`config.mk`:
```
export PLATFORM = sky130hd
export DESIGN_NAME = can_accept_filter_irq_modes
export DESIGN_NICKNAME = d
export VERILOG_FILES = /design/src/core/can_pkg.sv /design/src/core/accept_filter.sv /design/src/core/can_accept_filter_irq_modes.sv
export SDC_FILE = /design/constraint.sdc
export NUM_CORES = 1
export LEC_CHECK = 0
export BUFFER_PORTS_ARGS = -buffer_cell sky130_fd_sc_hd__buf_2
export CELL_PAD_IN_SITES_DETAIL_PLACEMENT = 1
export CELL_PAD_IN_SITES_GLOBAL_PLACEMENT = 1
export CORE_UTILIZATION = 35
export CTS_BUF_LIST = sky130_fd_sc_hd__clkbuf_2
export CTS_CLUSTER_DIAMETER = 30
export DETAILED_ROUTE_END_ITERATION = 7
export PLACE_DENSITY = 0.77
export SETUP_SLACK_MARGIN = 0.02
export SYNTH_ARGS = -nofsm -noshare
export SYNTH_HDL_FRONTEND = slang
export SYNTH_SLANG_ARGS = --single-unit
```
`constraint.sdc`:
```
create_clock -name clock -period 3.6 [get_ports clock]
set_input_delay 0.18 -clock clock [delete_from_list [all_inputs] [get_ports clock]]
set_output_delay 0.18 -clock clock [all_outputs]
set_load 0.02 [all_outputs]
```
`src/core/can_pkg.sv`:
```
package can_pkg;

	localparam int unsigned ADDR_W = 12;

	// register byte offsets
	localparam logic [11:0] OFF_MODULE_CTRL0 = 12'h000;
	localparam logic [11:0] OFF_MODULE_CTRL1 = 12'h004;
	localparam logic [11:0] OFF_BIT_TIMING0 = 12'h008;
	localparam logic [11:0] OFF_BIT_TIMING1 = 12'h00C;
	localparam logic [11:0] OFF_RX_FLAG = 12'h010;
	localparam logic [11:0] OFF_RX_IE = 12'h014;
	localparam logic [11:0] OFF_TX_FLAG = 12'h018;
	localparam logic [11:0] OFF_TX_CTRL = 12'h01C;
	localparam logic [11:0] OFF_FILTER_CTRL = 12'h020;
	localparam logic [11:0] OFF_ERR_COUNT = 12'h024;
	localparam logic [11:0] OFF_PATTERN_LO = 12'h040;
	localparam logic [11:0] OFF_PATTERN_HI = 12'h044;
	localparam logic [11:0] OFF_DONTCARE_LO = 12'h048;
	localparam logic [11:0] OFF_DONTCARE_HI = 12'h04C;

	// module_ctrl0 fields
	localparam int unsigned CTRL0_SOFT_RESET = 0;
	localparam int unsigned CTRL0_SLEEP_REQ = 1;
	localparam int unsigned CTRL0_SLEEP_ACK = 2;
	localparam int unsigned CTRL0_STOP_IN_WAIT = 5;

	// rx_flag_reg / rx_ie fields
	localparam int unsigned FLAG_RX_FULL = 0;
	localparam int unsigned FLAG_OVERRUN = 1;
	localparam int unsigned FLAG_BUSOFF = 2;
	localparam int unsigned FLAG_TX_PASSIVE = 3;
	localparam int unsigned FLAG_RX_PASSIVE = 4;
	localparam int unsigned FLAG_TX_WARN = 5;
	localparam int unsigned FLAG_RX_WARN = 6;
	localparam int unsigned FLAG_WAKEUP = 7;

	// filter_ctrl_reg and error count fields
	localparam int unsigned FCTRL_HIT_LSB = 0;
	localparam int unsigned FCTRL_MODE_LSB = 4;
	localparam int unsigned ERR_TEC_LSB = 16;

	localparam logic [1:0] FILT_32 = 2'h0;
	localparam logic [1:0] FILT_16 = 2'h1;
	localparam logic [1:0] FILT_8 = 2'h2;
	localparam logic [1:0] FILT_CLOSED = 2'h3;

	localparam logic [8:0] WARN_LIMIT = 9'h060;
	localparam logic [8:0] PASSIVE_LIMIT = 9'h07F;
	localparam logic [8:0] BUSOFF_LIMIT = 9'h0FF;

	localparam logic RST_SOFT_RESET = 1'b1;
	localparam logic [2:0] RST_TX_EMPTY = 3'h7;
	localparam logic [7:0] RST_FLAGS = 8'h00;
	localparam logic [63:0] RST_FILTER = 64'h0;
	localparam logic [1:0] RST_FILT_MODE = FILT_32;

	typedef enum logic [3:0] {
		MODE_NORMAL = 4'b0001,
		MODE_SLEEP = 4'b0010,
		MODE_SOFT_RESET = 4'b0100,
		MODE_POWER_DOWN = 4'b1000
	} can_mode_t;

	typedef struct packed {
		logic valid;
		logic [31:0] id;
	} rx_frame_t;

	typedef struct packed {
		logic [8:0] rec;
		logic [8:0] tec;
	} err_count_t;

	typedef struct packed {
		logic wakeup;
		logic error;
		logic rx;
		logic tx;
	} irq_t;

endpackage : can_pkg

```
`src/core/accept_filter.sv`:
```
module accept_filter (
	input wire logic [1:0] filter_mode,
	input wire logic [63:0] pattern,
	input wire logic [63:0] dontcare,
	input wire logic [31:0] id,
	output logic [7:0] hits,
	output logic hit,
	output logic [2:0] hit_index
);

	// a set dontcare bit removes that bit from the compare
	function automatic logic byte_match(input logic [7:0] p, input logic [7:0] m,
		input logic [7:0] d);
		return &(~(p ^ d) | m);
	endfunction : byte_match

	logic [7:0] m32;
	logic [7:0] m16;
	logic [7:0] m8;

	generate
		for (genvar j = 0; j < 8; j++) begin : g_byte
			assign m32[j] = byte_match(pattern[8*j +: 8], dontcare[8*j +: 8], id[8*(j%4) +: 8]);
			assign m16[j] = byte_match(pattern[8*j +: 8], dontcare[8*j +: 8], id[8*(j%2) +: 8]);
			assign m8[j] = byte_match(pattern[8*j +: 8], dontcare[8*j +: 8], id[7:0]);
		end
	endgenerate

	always_comb begin
		unique case (filter_mode)
			// two filters over the full word
			can_pkg::FILT_32: hits = {6'h00, &m32[7:4], &m32[3:0]};
			// four filters over the first two bytes
			can_pkg::FILT_16: hits = {4'h0, &m16[7:6], &m16[5:4], &m16[3:2], &m16[1:0]};
			// eight filters over the first byte
			can_pkg::FILT_8: hits = m8;
			default: hits = 8'h00;
		endcase
	end

	always_comb begin
		hit_index = 3'h0;
		for (int i = 7; i >= 0; i--) begin
			if (hits[i]) begin
				hit_index = 3'(i);
			end
		end
	end

	assign hit = |hits;

endmodule : accept_filter

```
`src/core/can_accept_filter_irq_modes.sv`:
```
// The address map and the APB register port were chosen for this implementation.
module can_accept_filter_irq_modes (
	input wire logic clock,
	input wire logic reset,
	input wire logic psel,
	input wire logic penable,
	input wire logic pwrite,
	input wire logic [11:0] paddr,
	input wire logic [31:0] pwdata,
	output logic [31:0] prdata,
	output logic pready,
	output logic pslverr,
	input can_pkg::rx_frame_t rx_frame,
	input wire logic [2:0] tx_sent,
	input can_pkg::err_count_t err_count,
	input wire logic bus_idle,
	input wire logic can_rx_pin,
	input wire logic tx_bit,
	input wire logic cpu_stop,
	input wire logic cpu_wait,
	output logic can_tx_line,
	output can_pkg::irq_t irq,
	output can_pkg::can_mode_t can_mode,
	output logic core_clk_en,
	output logic reg_clk_en,
	output logic rx_copy,
	output logic [7:0] module_ctrl1,
	output logic [15:0] bit_timing
);

	function automatic logic at(input logic [11:0] a, input logic [11:0] off);
		return a == off;
	endfunction : at

	logic soft_reset_req_reg;
	logic sleep_req_reg;
	logic sleep_ack_reg;
	logic stop_in_wait_reg;
	logic [7:0] module_ctrl1_reg;
	logic [7:0] bit_timing0_reg;
	logic [7:0] bit_timing1_reg;
	logic [1:0] filter_mode_reg;
	logic [2:0] hit_index_reg;
	logic [63:0] pattern_reg;
	logic [63:0] dontcare_reg;
	logic [7:0] flag_reg;
	logic [7:0] flag_next;
	logic [7:0] ie_reg;
	logic [2:0] tx_empty_reg;
	logic [2:0] tx_ie_reg;
	logic bg_full_reg;
	logic [2:0] bg_hit_reg;
	logic rx_copy_reg;
	logic can_tx_reg;
	logic [31:0] prdata_reg;
	logic rx_meta_reg;
	logic rx_sync_reg;

	logic [7:0] filt_hits;
	logic filt_hit;
	logic [2:0] filt_index;

	logic access;
	logic wr;
	logic mapped;
	logic unlocked;
	logic accept;
	logic fg_take;
	logic wake_event;
	logic overrun_set;
	logic copy_now;
	logic [7:0] cond;
	logic [7:0] set;
	logic [7:0] clr;
	logic [31:0] rd_value;

	accept_filter u_filter (
		.filter_mode(filter_mode_reg),
		.pattern(pattern_reg),
		.dontcare(dontcare_reg),
		.id(rx_frame.id),
		.hits(filt_hits),
		.hit(filt_hit),
		.hit_index(filt_index)
	);

	// receive pin comes from outside the clock domain
	always_ff @(posedge clock) begin
		if (reset) begin
			rx_meta_reg <= 1'b1;
			rx_sync_reg <= 1'b1;
		end else begin
			rx_meta_reg <= can_rx_pin;
			rx_sync_reg <= rx_meta_reg;
		end
	end

	always_comb begin
		if (cpu_stop || (cpu_wait && stop_in_wait_reg)) begin
			can_mode = can_pkg::MODE_POWER_DOWN;
		end else if (soft_reset_req_reg) begin
			can_mode = can_pkg::MODE_SOFT_RESET;
		end else if (sleep_ack_reg) begin
			can_mode = can_pkg::MODE_SLEEP;
		end else begin
			can_mode = can_pkg::MODE_NORMAL;
		end
	end

	assign core_clk_en = (can_mode == can_pkg::MODE_NORMAL);
	assign reg_clk_en = (can_mode != can_pkg::MODE_POWER_DOWN);

	assign access = psel & penable;
	assign wr = access & pwrite & reg_clk_en;
	// lock follows the soft reset request
	assign unlocked = soft_reset_req_reg;
	assign mapped = at(paddr, can_pkg::OFF_MODULE_CTRL0) | at(paddr, can_pkg::OFF_MODULE_CTRL1)
		| at(paddr, can_pkg::OFF_BIT_TIMING0) | at(paddr, can_pkg::OFF_BIT_TIMING1)
		| at(paddr, can_pkg::OFF_RX_FLAG) | at(paddr, can_pkg::OFF_RX_IE)
		| at(paddr, can_pkg::OFF_TX_FLAG) | at(paddr, can_pkg::OFF_TX_CTRL)
		| at(paddr, can_pkg::OFF_FILTER_CTRL) | at(paddr, can_pkg::OFF_ERR_COUNT)
		| at(paddr, can_pkg::OFF_PATTERN_LO) | at(paddr, can_pkg::OFF_PATTERN_HI)
		| at(paddr, can_pkg::OFF_DONTCARE_LO) | at(paddr, can_pkg::OFF_DONTCARE_HI);
	assign pready = access;
	assign pslverr = access & ~mapped;

	// dominant level while asleep wakes the module
	assign wake_event = sleep_ack_reg & ~rx_sync_reg;

	always_ff @(posedge clock) begin
		if (reset) begin
			soft_reset_req_reg <= can_pkg::RST_SOFT_RESET;
			stop_in_wait_reg <= 1'b0;
		end else if (wr && at(paddr, can_pkg::OFF_MODULE_CTRL0)) begin
			soft_reset_req_reg <= pwdata[can_pkg::CTRL0_SOFT_RESET];
			stop_in_wait_reg <= pwdata[can_pkg::CTRL0_STOP_IN_WAIT];
		end
	end

	// sleep request cannot be withdrawn before it is acknowledged
	always_ff @(posedge clock) begin
		if (reset) begin
			sleep_req_reg <= 1'b0;
		end else if (wake_event) begin
			sleep_req_reg <= 1'b0;
		end else if (wr && at(paddr, can_pkg::OFF_MODULE_CTRL0)
			&& (pwdata[can_pkg::CTRL0_SLEEP_REQ] || sleep_ack_reg || !sleep_req_reg)) begin
			sleep_req_reg <= pwdata[can_pkg::CTRL0_SLEEP_REQ];
		end
	end

	always_ff @(posedge clock) begin
		if (reset) begin
			sleep_ack_reg <= 1'b0;
		end else if (!sleep_req_reg || soft_reset_req_reg || wake_event) begin
			sleep_ack_reg <= 1'b0;
		end else if (bus_idle) begin
			sleep_ack_reg <= 1'b1;
		end
	end

	// configuration writes only while in soft reset
	always_ff @(posedge clock) begin
		if (reset) begin
			module_ctrl1_reg <= 8'h00;
			bit_timing0_reg <= 8'h00;
			bit_timing1_reg <= 8'h00;
			filter_mode_reg <= can_pkg::RST_FILT_MODE;
			pattern_reg <= can_pkg::RST_FILTER;
			dontcare_reg <= can_pkg::RST_FILTER;
		end else if (wr && unlocked) begin
			if (at(paddr, can_pkg::OFF_MODULE_CTRL1)) begin
				module_ctrl1_reg <= pwdata[7:0];
			end
			if (at(paddr, can_pkg::OFF_BIT_TIMING0)) begin
				bit_timing0_reg <= pwdata[7:0];
			end
			if (at(paddr, can_pkg::OFF_BIT_TIMING1)) begin
				bit_timing1_reg <= pwdata[7:0];
			end
			if (at(paddr, can_pkg::OFF_FILTER_CTRL)) begin
				filter_mode_reg <= pwdata[can_pkg::FCTRL_MODE_LSB +: 2];
			end
			if (at(paddr, can_pkg::OFF_PATTERN_LO)) begin
				pattern_reg[31:0] <= pwdata;
			end
			if (at(paddr, can_pkg::OFF_PATTERN_HI)) begin
				pattern_reg[63:32] <= pwdata;
			end
			if (at(paddr, can_pkg::OFF_DONTCARE_LO)) begin
				dontcare_reg[31:0] <= pwdata;
			end
			if (at(paddr, can_pkg::OFF_DONTCARE_HI)) begin
				dontcare_reg[63:32] <= pwdata;
			end
		end
	end

	assign module_ctrl1 = module_ctrl1_reg;
	assign bit_timing = {bit_timing1_reg, bit_timing0_reg};

	always_ff @(posedge clock) begin
		if (reset) begin
			ie_reg <= 8'h00;
			tx_ie_reg <= 3'h0;
		end else if (wr) begin
			if (at(paddr, can_pkg::OFF_RX_IE)) begin
				ie_reg <= pwdata[7:0];
			end
			if (at(paddr, can_pkg::OFF_TX_CTRL)) begin
				tx_ie_reg <= pwdata[2:0];
			end
		end
	end

	// a valid frame end is only taken in normal mode
	assign accept = rx_frame.valid & filt_hit & core_clk_en;
	// foreground takes a message only while rx full is clear
	assign fg_take = ~flag_reg[can_pkg::FLAG_RX_FULL] & core_clk_en;
	assign copy_now = fg_take & (bg_full_reg | accept);
	// third accepted message finds both buffers full
	assign overrun_set = accept & flag_reg[can_pkg::FLAG_RX_FULL] & bg_full_reg;

	// discarded message leaves buffers and transmit untouched
	always_ff @(posedge clock) begin
		if (reset) begin
			bg_full_reg <= 1'b0;
			bg_hit_reg <= 3'h0;
			hit_index_reg <= 3'h0;
		end else if (fg_take && bg_full_reg) begin
			hit_index_reg <= bg_hit_reg;
			bg_full_reg <= accept;
			bg_hit_reg <= accept ? filt_index : bg_hit_reg;
		end else if (fg_take && accept) begin
			// hit index loads with the copy
			hit_index_reg <= filt_index;
		end else if (accept && !bg_full_reg) begin
			bg_full_reg <= 1'b1;
			bg_hit_reg <= filt_index;
		end
	end

	always_ff @(posedge clock) begin
		if (reset) begin
			rx_copy_reg <= 1'b0;
		end else begin
			rx_copy_reg <= copy_now;
		end
	end

	assign rx_copy = rx_copy_reg;

	always_comb begin
		cond = 8'h00;
		cond[can_pkg::FLAG_RX_WARN] = err_count.rec >= can_pkg::WARN_LIMIT;
		cond[can_pkg::FLAG_TX_WARN] = err_count.tec >= can_pkg::WARN_LIMIT;
		cond[can_pkg::FLAG_RX_PASSIVE] = err_count.rec > can_pkg::PASSIVE_LIMIT;
		cond[can_pkg::FLAG_TX_PASSIVE] = err_count.tec > can_pkg::PASSIVE_LIMIT;
		cond[can_pkg::FLAG_BUSOFF] = err_count.tec > can_pkg::BUSOFF_LIMIT;
		set = cond;
		set[can_pkg::FLAG_RX_FULL] = copy_now;
		set[can_pkg::FLAG_OVERRUN] = overrun_set;
		// wakeup flag on dominant receive level
		set[can_pkg::FLAG_WAKEUP] = wake_event;
		clr = (wr && at(paddr, can_pkg::OFF_RX_FLAG)) ? pwdata[7:0] : 8'h00;
		flag_next = set | (flag_reg & ~(clr & ~cond));
	end

	always_ff @(posedge clock) begin
		if (reset) begin
			flag_reg <= can_pkg::RST_FLAGS;
		end else begin
			flag_reg <= flag_next;
		end
	end

	// transmit empty flags, set wins over clear
	always_ff @(posedge clock) begin
		if (reset) begin
			tx_empty_reg <= can_pkg::RST_TX_EMPTY;
		end else if (wr && at(paddr, can_pkg::OFF_TX_FLAG)) begin
			tx_empty_reg <= tx_sent | (tx_empty_reg & ~pwdata[2:0]);
		end else begin
			tx_empty_reg <= tx_sent | tx_empty_reg;
		end
	end

	// each output ors its enabled flags
	assign irq.wakeup = flag_reg[can_pkg::FLAG_WAKEUP] & ie_reg[can_pkg::FLAG_WAKEUP];
	assign irq.error = |(flag_reg[6:1] & ie_reg[6:1]);
	assign irq.rx = flag_reg[can_pkg::FLAG_RX_FULL] & ie_reg[can_pkg::FLAG_RX_FULL];
	assign irq.tx = |(tx_empty_reg & tx_ie_reg);

	// recessive whenever the core is not in normal mode
	always_ff @(posedge clock) begin
		if (reset) begin
			can_tx_reg <= 1'b1;
		end else begin
			can_tx_reg <= core_clk_en ? tx_bit : 1'b1;
		end
	end

	assign can_tx_line = can_tx_reg;

	always_comb begin
		rd_value = 32'h00000000;
		if (reg_clk_en) begin
			if (at(paddr, can_pkg::OFF_MODULE_CTRL0)) begin
				rd_value[can_pkg::CTRL0_SOFT_RESET] = soft_reset_req_reg;
				rd_value[can_pkg::CTRL0_SLEEP_REQ] = sleep_req_reg;
				rd_value[can_pkg::CTRL0_SLEEP_ACK] = sleep_ack_reg;
				rd_value[can_pkg::CTRL0_STOP_IN_WAIT] = stop_in_wait_reg;
			end
			if (at(paddr, can_pkg::OFF_MODULE_CTRL1)) rd_value[7:0] = module_ctrl1_reg;
			if (at(paddr, can_pkg::OFF_BIT_TIMING0)) rd_value[7:0] = bit_timing0_reg;
			if (at(paddr, can_pkg::OFF_BIT_TIMING1)) rd_value[7:0] = bit_timing1_reg;
			if (at(paddr, can_pkg::OFF_RX_FLAG)) rd_value[7:0] = flag_reg;
			if (at(paddr, can_pkg::OFF_RX_IE)) rd_value[7:0] = ie_reg;
			if (at(paddr, can_pkg::OFF_TX_FLAG)) rd_value[2:0] = tx_empty_reg;
			if (at(paddr, can_pkg::OFF_TX_CTRL)) rd_value[2:0] = tx_ie_reg;
			if (at(paddr, can_pkg::OFF_FILTER_CTRL)) begin
				rd_value[can_pkg::FCTRL_MODE_LSB +: 2] = filter_mode_reg;
				rd_value[can_pkg::FCTRL_HIT_LSB +: 3] = hit_index_reg;
			end
			if (at(paddr, can_pkg::OFF_ERR_COUNT)) begin
				rd_value[8:0] = err_count.rec;
				rd_value[can_pkg::ERR_TEC_LSB +: 9] = err_count.tec;
			end
			if (at(paddr, can_pkg::OFF_PATTERN_LO)) rd_value = pattern_reg[31:0];
			if (at(paddr, can_pkg::OFF_PATTERN_HI)) rd_value = pattern_reg[63:32];
			if (at(paddr, can_pkg::OFF_DONTCARE_LO)) rd_value = dontcare_reg[31:0];
			if (at(paddr, can_pkg::OFF_DONTCARE_HI)) rd_value = dontcare_reg[63:32];
		end
	end

	// read data is captured in the setup cycle
	always_ff @(posedge clock) begin
		if (reset) begin
			prdata_reg <= 32'h00000000;
		end else if (psel && !penable) begin
			prdata_reg <= rd_value;
		end
	end

	assign prdata = prdata_reg;
endmodule : can_accept_filter_irq_modes

```
==> flow_summary.toml <==
[clock_tree]
cts_root_buf = "clkbuf_2"
post_cts_buffers = 0
cts_max_level = 3
cts_buffers = 66
path_clk_slew_ns = 0.09
cts_buffer_depth = 3
cts.sinks = 223
clk_latency_ns = 0.88
cts_tree = "done"

[placed_design]
finalWeightedCongestion = 0.973
dpl.hpwl_mm = 32.5
post-place-ws_ns = 0.793
io_buffers = 177

[floorplan]
die_area_sq_mm = 0.0335
die_w_microns = 183
core_area_sq_mm = 0.0319
start_util_pct = 36.0
rows = 65
io_pins = 178
die_height_microns = 183

[detailed_routing]
antenna_left = 0
routed_via_density = 5.74
drtPass1Iterations = 5
avgRoutedWirePerCell_microns = 22.0
vias = 12500
drc = 0
drt_iter0_drc = 920
wl_mm = 47.9

[synth]
ys_seq_elements = 223
synth_cells = 1479
synth_edf_count = 0
synth_cell_types = 69
synthArstFlopShare_pct = 0
ys_warn_count = 0
ys_seq_area_share_pct = 38.9
yosys_most_used_dff = "dfxtp_1"
syn-cell-area_sq_mm = 0.0115
avgSynthCellArea_sq_um = 7.76
synth_nets = 1587

[sta]
finalSetupViolCount = 0
drv_slew = 0
fmax_mhz = 323
finalCriticalPeriod_ns = 3.09
worst_slack_ns = 0.507
period_share_pct = 85.9
tightest_slew_ns = 0.973
rsz0062_at_grt = "false"
tns_ns = 0
whs_ns = 0.0356
skew_ns = 0.0954
timing.final.hold_violations = 0
relSlewSlack_pct = 35.1

[grt]
grt_usage_pct = 28.1
grt_pass1_wl_mm = 72.7
grt_max_degree = 118
antenna_found_initial = 4
grt_pass1_vias = 12800
gr-total-overflow = 0

[power_and_ir_drop]
power.density_mw_per_mm2 = 352
p_int_mw = 3.45
swShare_pct = 29.4
power_frac_comb_pct = 8.8
p_sw_mw = 1.44
p_leak_nw = 4.86
seq_power_share_pct = 50.6
ir_drop_uv = 176
pwr-share-clk_pct = 40.6

[finish]
fin_nets = 1803
final_util_pct = 43.5
drive_gt1_share_pct = 18.8
area_delta_synth_final_pct = 20.9

[worst_hold_path]
hold_depth = 5
hold_path_class = "input port to flop"

[job]
drv_cap = 0

[setup_path]
startpoint_type = "input port"
path_max_fanout = 5
end_kind = "primary output"
path_class = "input port to primary output"
worstRegToRegCells = 8
required_ns = 3.42
cp.arrival_ns = 2.91

[run_status]
outcome = "completed"
-- layout make-up --
cell class                      instances  area, sq um
Antenna cell                            4         10.0
Clock buffer                           89          445
Clock inverter                         19          135
Fill cell                            4063        18000
Inverter                               12         45.0
Multi-Input combinational cell       1120         6420
Sequential cell                       223         4460
Tap cell                              435          544
Timing Repair Buffer                  272         1810
-- cells in the final DEF (no fill, tap or decap), drive strengths merged, types with 48 or more instances in the layout --
master / instances
dfxtp: 223
a21oi: 214
o22ai: 62
buf: 197
clkbuf: 89
a22oi: 48
nand2: 343
xnor2: 124
nor2: 85
dlygate4sd3: 75
-- cells in the mapped netlist, types with 3 or more instances --
| master | n | area (sq um) |
|---|---|---|
| a22oi_1 | 48 | 360 |
| nand3_1 | 17 | 85.1 |
| nor4b_1 | 6 | 52.6 |
| xor2_1 | 6 | 52.6 |
| a31oi_1 | 6 | 37.5 |
| mux2i_1 | 33 | 330 |
| o21ai_0 | 20 | 100 |
| clkbuf_2 | 7 | 35.0 |
| and3_1 | 3 | 18.8 |
| and2_1 | 11 | 68.8 |
| nand2b_1 | 3 | 18.8 |
| nor4_1 | 10 | 62.6 |
| o21ai_1 | 9 | 45.0 |
| nor4_2 | 3 | 37.5 |
| a21oi_1 | 213 | 1070 |
| buf_6 | 3 | 33.8 |
| nor2b_1 | 4 | 25.0 |
| nand2_1 | 343 | 1290 |
| a22o_1 | 3 | 26.3 |
| nand4_1 | 10 | 62.6 |
| a221oi_1 | 5 | 43.8 |
| buf_2 | 36 | 180 |
| clkbuf_1 | 74 | 278 |
| xnor2_1 | 124 | 1090 |
| o221ai_1 | 5 | 43.8 |
| a211oi_1 | 8 | 60.1 |
| nor2_1 | 82 | 308 |
| o22ai_1 | 62 | 388 |
| o22a_1 | 3 | 26.3 |
| o31ai_1 | 3 | 22.5 |
| a222oi_1 | 13 | 130 |
| dfxtp_1 | 223 | 4460 |
| a211o_1 | 4 | 35.0 |
| inv_1 | 12 | 45.0 |
| nor3_1 | 16 | 80.1 |
| buf_4 | 4 | 30.0 |
| or3_1 | 4 | 25.0 |
-- through the flow --
stage	instances	power (mW)	area, sq um
finish	2174	4.89	13900
global route	2174	5.09	13900
floorplan	1479	2.73	11500
global placement	1987	2.89	12500
detailed placement	1987	2.89	12500
CTS	2170	4.92	13900
-- worst max-delay path, cell delays in order --
cell and delay (ns):
dlygate4sd3_1 0.53, buf_2 0.14, nor4b_1 0.06, dlygate4sd3_1 0.56, buf_4 0.16, nand3_1 0.20, nand2_1 0.15, a21oi_1 0.14
nand4_1 0.11, nor4_1 0.43, buf_2 0.26
-- power groups by stage --
stage	Clock, mW	Sequential [mW]	Combinational, mW
global route	2.16	2.48	0.450
global placement	0	2.53	0.357
CTS	2.02	2.47	0.421
finish	1.98	2.48	0.430
floorplan	0	2.53	0.198
detailed placement	0	2.53	0.360
-- cells by family (layout without fill, tap and decap cells) --
kind of cell	Yosys count	count (layout)	synth area share, %
AO/OA/AOI/OAI	424	424	22.7
XOR/XNOR	130	130	9.92
buffers and inverters	136	392	5.24
flip-flops	223	223	38.9
multiplexers	34	34	2.98
other	0	4	0
AND/OR/NAND/NOR	532	532	20.3
-- per-layer routing --
layer	GRT usage, %	vias up	wire length [microns]
li1	-	5625	-
met1	34.6	6167	19900
met2	46.5	537	22500
met3	5.44	143	3340
met4	14.7	0	2140
met5	0	-	0
-- worst paths after layout --
kind / endpoint / slack (ns) / startpoint
setup reg to reg: hit_index_reg[0] / 0.59 / filter_mode_reg[1]
hold / removal: prdata[5] / 0.04 / err_count[14]
hold reg to reg: rx_sync_reg / 0.46 / rx_meta_reg
setup / recovery: pslverr / 0.51 / paddr[6]
-- what timing repair did --
item | in CTS | in global routing
hold buffers | 75 | 0
setup endpoints to repair | 0 | 0
gates resized for setup | 0 | 0
endpoints found under the hold margin | 212 | 0
No activity file was read; power rests on OpenSTA's default activity.
